--- config.mk ---
export PLATFORM = sky130hd
export DESIGN_NAME = motion_setpoint_probe_params
export DESIGN_NICKNAME = d
export VERILOG_FILES = /design/src/design/motion_setpoint_probe_params.v /design/src/design/pin_sync3.v /design/src/design/probe_unit.v
export VERILOG_INCLUDE_DIRS = /design/src /design/src/design
export SDC_FILE = /design/constraint.sdc
export NUM_CORES = 1
export LEC_CHECK = 0
export ABC_AREA = 1
export BUFFER_PORTS_ARGS = -buffer_cell sky130_fd_sc_hd__buf_2
export CORE_AREA = 8 8 313 315
export DETAILED_ROUTE_END_ITERATION = 7
export DIE_AREA = 0 0 321 323
export PLACE_DENSITY = 0.58
export SLEW_MARGIN = 25
export SYNTH_ARGS = -nofsm -noshare
export SYNTH_HDL_FRONTEND = slang
export SYNTH_SLANG_ARGS = --single-unit
export TNS_END_PERCENT = 50
--- constraint.sdc ---
create_clock -name clk -period 2.3 [get_ports clk]
set_input_delay 0.69 -clock clk [delete_from_list [all_inputs] [get_ports clk]]
set_output_delay 0.69 -clock clk [all_outputs]
set_load 0.02 [all_outputs]
--- src/design/motion_params_regs.vh ---
// Object indexes, field positions, reset values and constants of the motion parameter bank.
// Included by the top and probe design files of the bank, not by the synchroniser; holds definitions only.
`ifndef MOTION_PARAMS_REGS_VH
`define MOTION_PARAMS_REGS_VH
// ****************************************
// Object indexes (16-bit) and sub-indexes (8-bit)
// ****************************************
`define IDX_HOMING_SPEEDS 16'h6099
`define SUB_SWITCH_SPEED 8'h01
`define SUB_ZERO_SPEED 8'h02
`define IDX_HOMING_ACCEL 16'h609A
`define IDX_POSITION_OFFSET 16'h60B0
`define IDX_VELOCITY_OFFSET 16'h60B1
`define IDX_TORQUE_OFFSET 16'h60B2
`define IDX_PROBE_CONTROL 16'h60B8
`define IDX_PROBE_STATUS 16'h60B9
// ****************************************
// Reset values
// ****************************************
`define RST_SWITCH_SPEED 32'h001AAAAB
`define RST_ZERO_SPEED 32'h00000064
`define RST_HOMING_ACCEL 32'h00000064
`define RST_OFFSET32 32'h00000000
`define RST_OFFSET16 16'h0000
// ****************************************
// Limits and selector codes
// ****************************************
`define MIN_ZERO_SPEED 32'h0000000A
`define TORQUE_OFS_MAX 16'h1388
`define TORQUE_OFS_MIN 16'hEC78
`define FF_SRC_BUS 2'h2
`define HALT_OPT_HOMING_ACCEL 3'h2
// ****************************************
// Probe control word fields (probe two adds 8)
// ****************************************
`define PCW_ENABLE 0
`define PCW_CONTINUOUS 1
`define PCW_SOURCE 2
`define PCW_RISE_EN 4
`define PCW_FALL_EN 5
`define PROBE_TWO_SHIFT 8
// ****************************************
// Probe status fields (per byte)
// ****************************************
`define PSW_ENABLE 0
`define PSW_RISE_STORED 1
`define PSW_FALL_STORED 2
`define PSW_SOURCE 6
`define PSW_LEVEL 7
// ****************************************
// Operating modes
// ****************************************
`define MODE_HOMING 3'h1
`define MODE_POS 3'h2
`define MODE_VEL 3'h3
`define MODE_TRQ 3'h4
`endif

--- src/design/motion_setpoint_probe_params.v ---
// Parameter bank of a servo drive: homing speeds and acceleration, cyclic target
// offsets with feedforward, and the two-probe capture control.
// Assumes object writes arrive as one-cycle strobes with index, sub-index and data
// from the fieldbus stack on the same clock; probe pins and encoder index are async.
`default_nettype none
`include "motion_params_regs.vh"
module motion_setpoint_probe_params (
  input wire clk, // 20 MHz control clock
  input wire rstn, // Synchronous reset, active low
  input wire obj_wr, // Object write strobe
  input wire [15:0] obj_index, // Object index
  input wire [7:0] obj_sub, // Object sub-index
  input wire [31:0] obj_wdata, // Write data, narrow objects in low bits
  input wire [15:0] rd_index, // Object index to read
  input wire [7:0] rd_sub, // Sub-index to read
  output reg [31:0] rd_data_r, // Read data, one cycle after rd_index
  output reg rd_valid_r, // Read index mapped
  input wire [2:0] op_mode, // Active operating mode
  input wire homing_enable, // Homing start from control word
  input wire halt, // Halt request
  input wire [2:0] halt_option, // Halt option code
  input wire decel_point_hit, // Deceleration point detected
  input wire decel_done, // Ramp-down finished
  input wire home_in, // Home signal, same clock domain
  input wire [1:0] speed_ff_src, // Speed feedforward source
  input wire [1:0] torque_ff_src, // Torque feedforward source
  input wire [31:0] target_position, // Commanded target position
  input wire [31:0] target_velocity, // Commanded target velocity
  input wire [15:0] target_torque, // Commanded target torque
  input wire [31:0] actual_position, // Position for probe capture
  input wire probe_one_input, // Probe one pin, async
  input wire probe_two_input, // Probe two pin, async
  input wire encoder_index, // Encoder index pulse, async
  output reg [31:0] eff_position_r, // Effective target position
  output reg [31:0] eff_velocity_r, // Effective target speed
  output reg [15:0] eff_torque_r, // Effective target torque
  output reg [31:0] speed_ff_r, // Speed feedforward
  output reg speed_ff_valid_r, // Speed feedforward in use
  output reg [15:0] torque_ff_r, // Torque feedforward
  output reg torque_ff_valid_r, // Torque feedforward in use
  output reg [31:0] homing_speed_r, // Active homing speed
  output reg [31:0] active_accel_r, // Homing acceleration in effect
  output reg home_qual_r, // Home input as seen by the homing logic
  output reg halt_decel_r, // Halt ramp with homing accel active
  output reg [15:0] probe_status_r, // Probe status word
  output reg [31:0] probe1_rise_pos_r, // Probe one rising capture
  output reg [31:0] probe1_fall_pos_r, // Probe one falling capture
  output reg [31:0] probe2_rise_pos_r, // Probe two rising capture
  output reg [31:0] probe2_fall_pos_r // Probe two falling capture
);
  // ****************************************
  // Helpers
  // ****************************************
  // Clamp a signed 16-bit torque value to the documented span
  function [15:0] clamp_torque;
    input [15:0] v;
    begin
      if ($signed(v) > $signed(`TORQUE_OFS_MAX))
        clamp_torque = `TORQUE_OFS_MAX;
      else if ($signed(v) < $signed(`TORQUE_OFS_MIN))
        clamp_torque = `TORQUE_OFS_MIN;
      else
        clamp_torque = v;
    end
  endfunction

  // Object select
  function hit;
    input [15:0] idx;
    input [15:0] want;
    begin
      hit = (idx == want);
    end
  endfunction

  // ****************************************
  // Parameter storage
  // ****************************************
  reg [31:0] switch_speed_r;
  reg [31:0] zero_speed_r;
  reg [31:0] homing_accel_r;
  reg [31:0] position_offset_r;
  reg [31:0] velocity_offset_r;
  reg [15:0] torque_offset_r;
  reg [15:0] probe_control_r;
  reg homing_en_d_r;
  reg decel_phase_r;
  reg seek_zero_r;

  // Object writes with range handling
  always @(posedge clk)
  begin
    if (!rstn)
    begin
      switch_speed_r <= `RST_SWITCH_SPEED;
      zero_speed_r <= `RST_ZERO_SPEED;
      homing_accel_r <= `RST_HOMING_ACCEL;
      position_offset_r <= `RST_OFFSET32;
      velocity_offset_r <= `RST_OFFSET32;
      torque_offset_r <= `RST_OFFSET16;
      probe_control_r <= `RST_OFFSET16;
    end
    else if (obj_wr)
    begin
      if (hit(obj_index, `IDX_HOMING_SPEEDS) && obj_sub == `SUB_SWITCH_SPEED)
        switch_speed_r <= obj_wdata;
      if (hit(obj_index, `IDX_HOMING_SPEEDS) && obj_sub == `SUB_ZERO_SPEED
          && obj_wdata >= `MIN_ZERO_SPEED)
        zero_speed_r <= obj_wdata;
      if (hit(obj_index, `IDX_HOMING_ACCEL))
        homing_accel_r <= (obj_wdata == 32'h00000000) ? 32'h00000001 : obj_wdata;
      if (hit(obj_index, `IDX_POSITION_OFFSET))
        position_offset_r <= obj_wdata;
      if (hit(obj_index, `IDX_VELOCITY_OFFSET))
        velocity_offset_r <= obj_wdata;
      if (hit(obj_index, `IDX_TORQUE_OFFSET))
        torque_offset_r <= clamp_torque(obj_wdata[15:0]);
      if (hit(obj_index, `IDX_PROBE_CONTROL))
        probe_control_r <= obj_wdata[15:0];
    end
  end

  // ****************************************
  // Homing support
  // ****************************************
  // Acceleration is taken on the rising edge of homing enable; deceleration masks home
  always @(posedge clk)
  begin
    if (!rstn)
    begin
      homing_en_d_r <= 1'b0;
      active_accel_r <= `RST_HOMING_ACCEL;
      decel_phase_r <= 1'b0;
      seek_zero_r <= 1'b0;
      homing_speed_r <= `RST_SWITCH_SPEED;
      home_qual_r <= 1'b0;
      halt_decel_r <= 1'b0;
    end
    else
    begin
      homing_en_d_r <= homing_enable;
      if (homing_enable && !homing_en_d_r)
        active_accel_r <= homing_accel_r;
      if (!homing_enable)
      begin
        decel_phase_r <= 1'b0;
        seek_zero_r <= 1'b0;
      end
      else if (decel_point_hit && !seek_zero_r)
      begin
        decel_phase_r <= 1'b1;
        seek_zero_r <= 1'b1;
      end
      else if (decel_done)
        decel_phase_r <= 1'b0;
      homing_speed_r <= seek_zero_r ? zero_speed_r : switch_speed_r;
      if (!decel_phase_r)
        home_qual_r <= home_in;
      halt_decel_r <= (op_mode == `MODE_HOMING) && halt
                      && (halt_option == `HALT_OPT_HOMING_ACCEL);
    end
  end

  // ****************************************
  // Cyclic targets and feedforward
  // ****************************************
  // Offsets are summed only in their own mode; other modes pass the target through
  always @(posedge clk)
  begin
    if (!rstn)
    begin
      eff_position_r <= 32'h00000000;
      eff_velocity_r <= 32'h00000000;
      eff_torque_r <= 16'h0000;
      speed_ff_r <= 32'h00000000;
      speed_ff_valid_r <= 1'b0;
      torque_ff_r <= 16'h0000;
      torque_ff_valid_r <= 1'b0;
    end
    else
    begin
      eff_position_r <= (op_mode == `MODE_POS) ?
                        target_position + position_offset_r : target_position;
      eff_velocity_r <= (op_mode == `MODE_VEL) ?
                        target_velocity + velocity_offset_r : target_velocity;
      eff_torque_r <= (op_mode == `MODE_TRQ) ?
                      target_torque + torque_offset_r : target_torque;
      speed_ff_valid_r <= (op_mode == `MODE_POS) && (speed_ff_src == `FF_SRC_BUS);
      speed_ff_r <= ((op_mode == `MODE_POS) && (speed_ff_src == `FF_SRC_BUS)) ?
                    velocity_offset_r : 32'h00000000;
      torque_ff_valid_r <= (op_mode == `MODE_POS) && (torque_ff_src == `FF_SRC_BUS);
      torque_ff_r <= ((op_mode == `MODE_POS) && (torque_ff_src == `FF_SRC_BUS)) ?
                     torque_offset_r : 16'h0000;
    end
  end

  // ****************************************
  // Probes
  // ****************************************
  wire p1_sync;
  wire p2_sync;
  wire idx_sync;
  wire [7:0] p1_status;
  wire [7:0] p2_status;

  pin_sync3 u_sync_p1 (.clk(clk), .rstn(rstn), .pin(probe_one_input), .level_r(p1_sync));
  pin_sync3 u_sync_p2 (.clk(clk), .rstn(rstn), .pin(probe_two_input), .level_r(p2_sync));
  pin_sync3 u_sync_ix (.clk(clk), .rstn(rstn), .pin(encoder_index), .level_r(idx_sync));

  probe_unit u_probe1 (
    .clk(clk),
    .rstn(rstn),
    .ctrl(probe_control_r[7:0]),
    .dig_in(p1_sync),
    .index_in(idx_sync),
    .position(actual_position),
    .status_r(p1_status),
    .rise_pos_r(probe1_rise_pos_r),
    .fall_pos_r(probe1_fall_pos_r)
  );

  probe_unit u_probe2 (
    .clk(clk),
    .rstn(rstn),
    .ctrl(probe_control_r[15:`PROBE_TWO_SHIFT]),
    .dig_in(p2_sync),
    .index_in(idx_sync),
    .position(actual_position),
    .status_r(p2_status),
    .rise_pos_r(probe2_rise_pos_r),
    .fall_pos_r(probe2_fall_pos_r)
  );

  // Status word, one byte per probe
  always @(posedge clk)
  begin
    if (!rstn)
      probe_status_r <= 16'h0000;
    else
      probe_status_r <= {p2_status, p1_status};
  end

  // ****************************************
  // Object read port
  // ****************************************
  // Registered read; unmapped index returns zero with valid low
  always @(posedge clk)
  begin
    if (!rstn)
    begin
      rd_data_r <= 32'h00000000;
      rd_valid_r <= 1'b0;
    end
    else
    begin
      rd_valid_r <= 1'b1;
      case (rd_index)
        `IDX_HOMING_SPEEDS:
        begin
          if (rd_sub == `SUB_SWITCH_SPEED)
            rd_data_r <= switch_speed_r;
          else if (rd_sub == `SUB_ZERO_SPEED)
            rd_data_r <= zero_speed_r;
          else
          begin
            rd_data_r <= 32'h00000000;
            rd_valid_r <= 1'b0;
          end
        end
        `IDX_HOMING_ACCEL: rd_data_r <= homing_accel_r;
        `IDX_POSITION_OFFSET: rd_data_r <= position_offset_r;
        `IDX_VELOCITY_OFFSET: rd_data_r <= velocity_offset_r;
        `IDX_TORQUE_OFFSET: rd_data_r <= {{16{torque_offset_r[15]}}, torque_offset_r};
        `IDX_PROBE_CONTROL: rd_data_r <= {16'h0000, probe_control_r};
        `IDX_PROBE_STATUS: rd_data_r <= {16'h0000, probe_status_r};
        default:
        begin
          rd_data_r <= 32'h00000000;
          rd_valid_r <= 1'b0;
        end
      endcase
    end
  end
endmodule // motion_setpoint_probe_params
`default_nettype wire

--- src/design/pin_sync3.v ---
// Three-stage synchroniser with agreement filter for an asynchronous pin.
// Assumes the pin is quasi-static relative to clk.
`default_nettype none
module pin_sync3 (
  input wire clk, // System clock
  input wire rstn, // Synchronous reset, active low
  input wire pin, // Asynchronous input
  output reg level_r // Filtered level
);
  reg s1_r;
  reg s2_r;
  reg s3_r;
  // Shift chain; output follows only when stages two and three agree
  always @(posedge clk)
  begin
    if (!rstn)
    begin
      s1_r <= 1'b0;
      s2_r <= 1'b0;
      s3_r <= 1'b0;
      level_r <= 1'b0;
    end
    else
    begin
      s1_r <= pin;
      s2_r <= s1_r;
      s3_r <= s2_r;
      if (s2_r == s3_r)
        level_r <= s3_r;
    end
  end
endmodule // pin_sync3
`default_nettype wire

--- src/design/probe_unit.v ---
// One position-capture probe: trigger choice, edge detection and stored flags.
// Assumes synchronised trigger inputs and a control byte from the probe control word.
`default_nettype none
`include "motion_params_regs.vh"
module probe_unit (
  input wire clk, // System clock
  input wire rstn, // Synchronous reset, active low
  input wire [7:0] ctrl, // Control byte of this probe
  input wire dig_in, // Synchronised dedicated input
  input wire index_in, // Synchronised encoder index
  input wire [31:0] position, // Actual position to latch
  output reg [7:0] status_r, // Status byte
  output reg [31:0] rise_pos_r, // Rising-edge capture
  output reg [31:0] fall_pos_r // Falling-edge capture
);
  reg trig_d_r;
  reg rise_done_r;
  reg fall_done_r;
  wire enable = ctrl[`PCW_ENABLE];
  wire trig = ctrl[`PCW_SOURCE] ? index_in : dig_in;
  wire rise = trig & ~trig_d_r;
  wire fall = ~trig & trig_d_r;
  // Latches allowed unless single-shot already fired
  wire rise_ok = enable & ctrl[`PCW_RISE_EN] & (ctrl[`PCW_CONTINUOUS] | ~rise_done_r);
  wire fall_ok = enable & ctrl[`PCW_FALL_EN] & (ctrl[`PCW_CONTINUOUS] | ~fall_done_r);
  // Edge capture and status assembly
  always @(posedge clk)
  begin
    if (!rstn)
    begin
      trig_d_r <= 1'b0;
      rise_done_r <= 1'b0;
      fall_done_r <= 1'b0;
      rise_pos_r <= 32'h00000000;
      fall_pos_r <= 32'h00000000;
      status_r <= 8'h00;
    end
    else
    begin
      trig_d_r <= trig;
      if (!enable)
      begin
        rise_done_r <= 1'b0;
        fall_done_r <= 1'b0;
      end
      else
      begin
        if (rise && rise_ok)
        begin
          rise_pos_r <= position;
          rise_done_r <= 1'b1;
        end
        if (fall && fall_ok)
        begin
          fall_pos_r <= position;
          fall_done_r <= 1'b1;
        end
      end
      status_r <= 8'h00;
      status_r[`PSW_ENABLE] <= enable;
      status_r[`PSW_RISE_STORED] <= enable & (rise_done_r | (rise & rise_ok));
      status_r[`PSW_FALL_STORED] <= enable & (fall_done_r | (fall & fall_ok));
      status_r[`PSW_SOURCE] <= ctrl[`PCW_SOURCE];
      status_r[`PSW_LEVEL] <= trig;
    end
  end
endmodule // probe_unit
`default_nettype wire

==> results.txt, run 1 <==
* Synthesized instance count: 4058
- Clk buf depth: 3
* Detailed-placement wirelength estimate: 100000 microns
* PortBufs: 579
- Leading register cell type out of synthesis: sky130_fd_sc_hd__dfxtp_1
- Kind of capture point of the worst setup path: register
- STA classifies the critical path startpoint as a register.
- The routed design uses 59100 microns of met2 wire.
- The number of antenna violations at the first check in global routing came to 25.
- Of all nets on the critical path, the largest fanout is 4.
* Critical register-to-register path startpoint: position_offset_r[4]
- The number of global-route vias before repair was 27900.
- TritonCTS clock tree: built
* Total grt overflow: 0
- Counting I/O delays and the setup requirement, the final critical path takes 2.15 ns.
* Number of warnings reported in the yosys synthesis log: 0
- Main area contributors after synthesis: sky130_fd_sc_hd__dfxtp_1 42%, sky130_fd_sc_hd__nand2_1 11%, sky130_fd_sc_hd__inv_1 8.7%
* Count of vias placed by the detailed router: 29300
* IO Count: 586
* Transition time at the pin with the least slew margin: 0.774 ns
- Met3 wire len: 10500 microns
* Min-Delay Path Depth: 2
- In the final routing, the length of wire on met1 measures 51600 microns.
* CP Data Required Time: 2.85 ns
- Aggregate routed wire length: 126000 microns
- The H-tree was split into 3 levels.
- Die span in y: 323 microns
- Hold path startpoint: halt_option[2]
- Number of distinct library cells after synthesis: 43
- The initial utilization of the core area, before any placement, comes to 29.9%.
* Min-Delay Path Class: in -> reg
- Grouping stages by cell kind, the critical path spends the most delay in simple AND/OR/NAND/NOR gates.
* Post-synthesis async set-or-reset flop share: 0%
- Counting flops with a built-in enable in the synthesized netlist gives 0.
- Routability-driven placement congestion ratio: 0.932
- Measured against its own limit, the worst slew margin works out to 48.4%.
- The detailed router finished its first iteration with 2256 violations.
* Min-Delay Endpoint: halt_decel_r
- Walking the worst path, the cells encountered are ha_1 -> nand2_1 -> nor2_1 -> nand2_1 -> nand3b_1 -> nand2_1 -> nand2_1 -> nand2_1 -> nand3_1 -> nand3_1 -> nand2_1 -> inv_1.
- Biggest cell delay along the critical path: 0.39 ns
- Max-cap violations in this run came to 0.
- Clock-pin slew was measured on the worst setup and hold paths at 0.06 ns.
- In this run the biggest area consumer among cell types represents 42.5% of the synthesized area.
* LEAKAGE: 18.3 nW
- Across the VDD grid, the largest voltage drop is 0.000488 V.
* WP depth: 12
- Leaving out fill and tap cells, the most frequent cell in the layout is sky130_fd_sc_hd__nand2_1.
- Buffer count from post-CTS setup fixing: 0
- Result of the run: completed
- Critical path type: reg -> reg
- Wire length of the first global-routing pass: 182000 microns
- Fin. max-slew vios: 0
* Final Total Pwr: 24.0 mW
- R2R Path End: eff_position_r[21]
- Total standard cell area after synthesis: 27700 sq um
- Post-Syn Area per Cell: 6.83 sq um
* Sequential cell area fraction in the yosys report: 42.5%
- Dividing the final minimum period by the clock period gives 93.3%.
* Detail-routed via count per cell: 4.76
* Clock Skew: 0.0251 ns
* Setup TNS: 0 ns
- Clock root buffer: sky130_fd_sc_hd__clkbuf_16
* Cell with the biggest individual delay on the critical path: sky130_fd_sc_hd__dfxtp_1
* Commonest non-fill, non-tap cells in the layout: 831 x sky130_fd_sc_hd__nand2_1, 641 x sky130_fd_sc_hd__inv_1, 588 x sky130_fd_sc_hd__dfxtp_1
* Width of the die: 321 microns
- Signal arrival time at the worst endpoint: 2.69 ns
- The floorplan step defined a die boundary enclosing 104000 sq um.
- The final layout contains 5131 nets.
- Worst R2R Path Depth: 12
- Cell Rows: 112
- Unrepaired setup endpoints after global routing: false
- The detail route stage leaves a number of antenna-violating nets equal to 0.
* Max layer used: met5
- Core Footprint: 92800 sq um
* Number of buffers created by CTS: 72
* Maximum number of pins on one net before global-route repair: 91
* Yosys top cell by area: sky130_fd_sc_hd__dfxtp_1
- Clock latency reported for the late side of the worst-skew pair: 0.65 ns
- In the final routed layout, each cell accounts on average for 20.4 microns.
- Final number of setup-violating endpoints: 0
- Hold violation count in the final report: 0
- Number of DRC violations after detailed routing: 0
- In the final layout, the share of cells above drive strength 1 is 21.1%.
- Synthesis inferred 588 register bits.
* Syn-to-layout area delta: 32.5%
- Counting every sink on the clock net gives 588.
- Global routing used 23.2% of the available tracks across all layers.
- Most used cell along the critical path: sky130_fd_sc_hd__nand2_1
- Based on the critical path, the design can be clocked at up to 466 MHz.
* First drt pass iteration count: 6
- The worst register-to-register path has a setup slack of 0.15 ns.
* Power per standard cell area: 655 nW/um^2
* Crit path buf inv count: 1
-- power breakdown --
| group | total [mW] | switching (mW) | leakage [nW] | internal, mW |
|---|---|---|---|---|
| Clock | 11.6 | 4.78 | 1.17 | 6.85 |
| Combinational | 2.00 | 1.31 | 12.4 | 0.693 |
| Sequential | 10.4 | 0.0566 | 4.77 | 10.3 |
-- worst max path at each step --
stage                              start             endpoint  slack, ns
floorplan                   obj_wdata[3]   torque_offset_r[0]       0.06
global placement            obj_index[8]  torque_offset_r[10]      -0.29
detailed placement          obj_index[8]  torque_offset_r[10]      -0.25
CTS                         rd_data_r[3]         rd_data_r[3]        0.1
global route        position_offset_r[0]   eff_position_r[22]       0.01
finish              position_offset_r[4]   eff_position_r[21]       0.15
-- timing repair --
action                     CTS  global route
resized for setup            0             1
setup endpoints to repair    0             2
hold buffers                 0             0
-- cells by family (layout without fill, tap and decap cells) --
group,Yosys count,count (layout),synth area share (%)
buf+inv,840,1666,11.6
xor+xnor,33,33,1.04
fa+ha+maj,81,81,3.74
flops,588,588,42.5
simple gates,1700,1700,25.2
other cells,1,21,0.0135
compound gates,815,815,15.9
-- synth_stat cells, drive strengths merged (2+ instances only) --
library cell / instances
nand2: 833
inv: 644
dfxtp: 588
nor2: 542
o21ai: 358
a21oi: 317
nand3: 214
clkbuf: 147
ha: 78
nand4: 54
o211ai: 49
buf: 46
a211oi: 33
xor2: 28
nor3: 27
o21a: 15
o21bai: 15
o22ai: 13
a21o: 8
and2: 8
nor4: 8
nand3b: 7
and3: 5
xnor2: 5
a31oi: 3
clkinv: 3
fa: 3
o2111a: 2
o2111ai: 2
-- worst register-to-register path, cell delays in order (launching register included) --
cell	delay (ns)
sky130_fd_sc_hd__dfxtp_1	0.39
sky130_fd_sc_hd__ha_1	0.39
sky130_fd_sc_hd__nand2_1	0.11
sky130_fd_sc_hd__nor2_1	0.17
sky130_fd_sc_hd__nand2_1	0.07
sky130_fd_sc_hd__nand3b_1	0.15
sky130_fd_sc_hd__nand2_1	0.11
sky130_fd_sc_hd__nand2_1	0.21
sky130_fd_sc_hd__nand2_1	0.10
sky130_fd_sc_hd__nand3_1	0.08
sky130_fd_sc_hd__nand3_1	0.15
sky130_fd_sc_hd__nand2_1	0.09
sky130_fd_sc_hd__inv_1	0.03
-- area by class of cell --
cell class / instances / area (sq um)
flip-flops and latches: 588 / 11800
inverters: 647 / 2430
fillers: 9877 / 56100
well taps: 1254 / 1570
clock inverters: 32 / 409
clock buffers: 94 / 1960
repair buffers: 893 / 5730
multi-input cells: 2635 / 12800
diodes: 15 / 37.5
-- metal layers --
metal / vias to the layer above / track usage, %
met2: 1189 / 39.4
met4: 4 / 8.51
met1: 13500 / 28.4
met3: 213 / 5.71
met5: - / 0
li1: 14500 / -
-- stage by stage --
stage	hold slack [ns]	instance area, sq um	instances	setup WS, ns	utilization (%)
global placement	0.393	34300	6017	-0.295	37.0
floorplan	0.390	27700	4063	0.0570	-
detailed placement	0.398	34300	6017	-0.247	37.0
global route	0.196	36700	6150	0.0129	39.6
finish	0.224	36700	6158	0.153	39.6
CTS	0.186	36700	6143	0.0992	39.5
Note: power is estimated with default switching activity, not from simulation.
==> inputs of run 2 (changes only) <==
--- a/config.mk
+++ b/config.mk
@@ -8,11 +8,14 @@
 export LEC_CHECK = 0
 export ABC_AREA = 1
 export BUFFER_PORTS_ARGS = -buffer_cell sky130_fd_sc_hd__buf_2
+export CELL_PAD_IN_SITES_DETAIL_PLACEMENT = 1
+export CELL_PAD_IN_SITES_GLOBAL_PLACEMENT = 1
 export CORE_AREA = 8 8 313 315
 export DETAILED_ROUTE_END_ITERATION = 7
 export DIE_AREA = 0 0 321 323
-export PLACE_DENSITY = 0.58
-export SLEW_MARGIN = 25
+export PLACE_DENSITY = 0.74
+export RECOVER_POWER = 100
+export SLEW_MARGIN = 0
 export SYNTH_ARGS = -nofsm -noshare
 export SYNTH_HDL_FRONTEND = slang
 export SYNTH_SLANG_ARGS = --single-unit
==> results.txt, run 2 (synthesis results as in run 1) <==
- Transition time at the pin with the least slew margin: 1.33 ns
- Number of design-rule violations left by the first detailed-router iteration: 1715
* Launch point of the worst path: rstn
- In the routed design, unresolved DRC markers number 0.
- Layout Nets: 5186
- Overall die area: 104000 sq um
- Post-route ant nets: 0
- Fin. max-slew vios: 0
- After clock tree synthesis, the clock-pin slew on the worst setup and hold paths is 0.06 ns.
* Biggest cell delay along the critical path: 0.93 ns
- Crit path buf inv count: 3
- Entering global routing, the biggest net connects 67 pins.
- Clock tree synthesis found a total of 588 sinks.
- Number of buffers created by CTS: 73
- Unrepaired setup endpoints after global routing: false
- Final core area utilization: 39.3%
* Final Total Pwr: 24.3 mW
- Switching power share of the total: 25.5%
- Among cell families on the critical path, the largest total delay comes from buffers and inverters.
- Final worst path period share: 97.1%
- Sequential cells burn 42.8% of the power.
* Crit path cell chain: clkbuf_2 -> inv_4 -> buf_4 -> a211oi_1
- Global Route Usage Sum: 25.1%
* Aggregate routed wire length: 136000 microns
* Maximum fanout encountered on the critical timing path: 33
- Pint: 18.1 mW
* Width of the die: 321 microns
- In this run the vertical extent of the chip is 323 microns.
* Commonest non-fill, non-tap cells in the layout: 831 x sky130_fd_sc_hd__nand2_1, 641 x sky130_fd_sc_hd__inv_1, 588 x sky130_fd_sc_hd__dfxtp_1
- Wire length per cell: 21.8 microns
* CP Data Required Time: 2.77 ns
- Clock root buffer: sky130_fd_sc_hd__clkbuf_16
* First drt pass iteration count: 5
- Hold violation count in the final report: 0
* Routability-driven placement congestion ratio: 0.936
- STA classifies the critical path startpoint as an input pin.
- Hold path startpoint: halt_option[0]
- Buffers added to address setup during post-CTS repair amount to 0.
- Sw power: 6.21 mW
- Most common library cell in the layout ignoring fill and taps: sky130_fd_sc_hd__nand2_1
- The tool flagged a number of max-cap violations equal to 0.
- STA classifies the critical path endpoint as a register.
- Vias in the first global route: 31000
- The routed layout has 30300 vias.
- The number of antenna violations at the first check in global routing came to 38.
- Cell with the biggest individual delay on the critical path: sky130_fd_sc_hd__clkbuf_2
* Clk buf depth: 3
* PortBufs: 579
- The first global-routing pass estimated 198000 microns of wire.
* Detailed-placement wirelength estimate: 109000 microns
- Critical path type: in -> reg
- Clock latency reported for the late side of the worst-skew pair: 0.65 ns
- Summed over all cells, the static leakage comes to 17.1 nW.
- Setup total negative slack on the finished layout was measured at 0 ns.
* Part of the power in the clock network: 49.0%
- For this design the ratio of total power to cell area is 667 nW/um^2.
- At the worst endpoint, the arrival time is 2.71 ns.
- Cell Rows: 112
* Clock Skew: 0.0328 ns
- Number of levels the H-tree was split into: 3
- Proportion of layout cells with a drive suffix above 1: 14.3%
- For the finished layout, the period the worst path requires is 2.23 ns.
- The min-delay analysis places its worst path in the category in -> reg.
* Largest voltage drop on the vdd net: 0.000543 V
- Result of the run: completed
* Critical register-to-register path startpoint: position_offset_r[0]
- Core Footprint: 92800 sq um
- The area growth from synthesis to layout is 31.6%.
- Combinational fraction of design power: 8.2%
* Max Clock Freq: 448 MHz
* Starting density of the core: 29.9%
- TritonCTS built the clock tree.
* Hold buffer count at CTS: 0
- Max-slew headroom at the worst pin: 11.1%
- Summed over all layers, the global routing overflow is 0.
- IO Count: 586
- Dividing the detail-routed via count by the number of cells gives 4.88.
- Final number of setup-violating endpoints: 0
* Post-cts sizing count: 0
-- run 2: changes by cell type in the layout (fill, tap and decap cells not counted), moves of 3 or more --
cell / previous run / this run
sky130_fd_sc_hd__inv_6: 6 / 3
sky130_fd_sc_hd__buf_12: 37 / 25
sky130_fd_sc_hd__o21ai_0: 355 / 358
sky130_fd_sc_hd__clkinv_2: 11 / 8
sky130_fd_sc_hd__clkbuf_4: 0 / 9
sky130_fd_sc_hd__o21ai_1: 3 / 0
sky130_fd_sc_hd__buf_4: 277 / 308
sky130_fd_sc_hd__clkbuf_2: 0 / 9
sky130_fd_sc_hd__clkbuf_8: 8 / 11
sky130_fd_sc_hd__buf_2: 578 / 223
sky130_fd_sc_hd__clkbuf_1: 14 / 391
-- run 2: final timing paths --
kind | to | slack [ns] | cells past startpoint
max reg2reg | eff_position_r[28] | 0.14 | 12
min | halt_decel_r | 0.20 | 2
min reg2reg | probe_status_r[1] | 0.41 | 2
max | eff_torque_r[2] | 0.07 | 4
-- run 2: through the flow --
| step | std cells | hold slack (ns) | setup slack, ns | cell area [sq um] |
|---|---|---|---|---|
| 2_1_floorplan | 4063 | 0.390 | 0.0570 | 27700 |
| 3_3_place_gp | 6071 | 0.392 | -0.290 | 34600 |
| 3_5_place_dp | 6071 | 0.402 | -0.400 | 34600 |
| 4_1_cts | 6201 | 0.165 | 0.0837 | 37100 |
| 5_1_grt | 6208 | 0.189 | 0.0105 | 36500 |
| 6_report | 6217 | 0.204 | 0.0659 | 36500 |
-- run 2: cell type report --
class	instances	area, sq um
Fill cell	12100	56300
Multi-Input combinational cell	2635	12800
Sequential cell	588	11800
Timing Repair Buffer	947	5440
Inverter	647	2430
Clock buffer	103	2070
Tap cell	1254	1570
Clock inverter	27	382
Antenna cell	16	40.0
-- run 2: worst register-to-register path, cell delays in order (launching register included) --
cell and delay [ns]:
sky130_fd_sc_hd__dfxtp_1 0.39, sky130_fd_sc_hd__ha_1 0.25, sky130_fd_sc_hd__fa_1 0.45, sky130_fd_sc_hd__nand3_1 0.14
sky130_fd_sc_hd__nand3_2 0.13, sky130_fd_sc_hd__nand3_1 0.10, sky130_fd_sc_hd__nand3_1 0.15, sky130_fd_sc_hd__nand2_2 0.16
sky130_fd_sc_hd__nand2_1 0.06, sky130_fd_sc_hd__nand2_1 0.06, sky130_fd_sc_hd__nand3_1 0.06, sky130_fd_sc_hd__nand2_1 0.07
sky130_fd_sc_hd__inv_1 0.03
-- run 2: power by group through the flow --
stage          combinational, mW  clock [mW]  sequential [mW]
6_report                    1.99        11.9             10.4
5_1_grt                     2.17        12.6             10.4
4_1_cts                     2.07        12.2             10.4
3_5_place_dp                2.06           0             10.6
3_3_place_gp                2.02           0             10.6
2_1_floorplan              0.768           0             10.8
-- run 2: routing by layer --
| layer | share of wire (%) | track usage, % | up-vias |
|---|---|---|---|
| met5 | 0.11 | 0 | - |
| met4 | 3.8 | 9.66 | 24 |
| met2 | 47 | 43.1 | 948 |
| li1 | - | - | 14600 |
| met3 | 7.7 | 6.70 | 245 |
| met1 | 41 | 30.0 | 14500 |
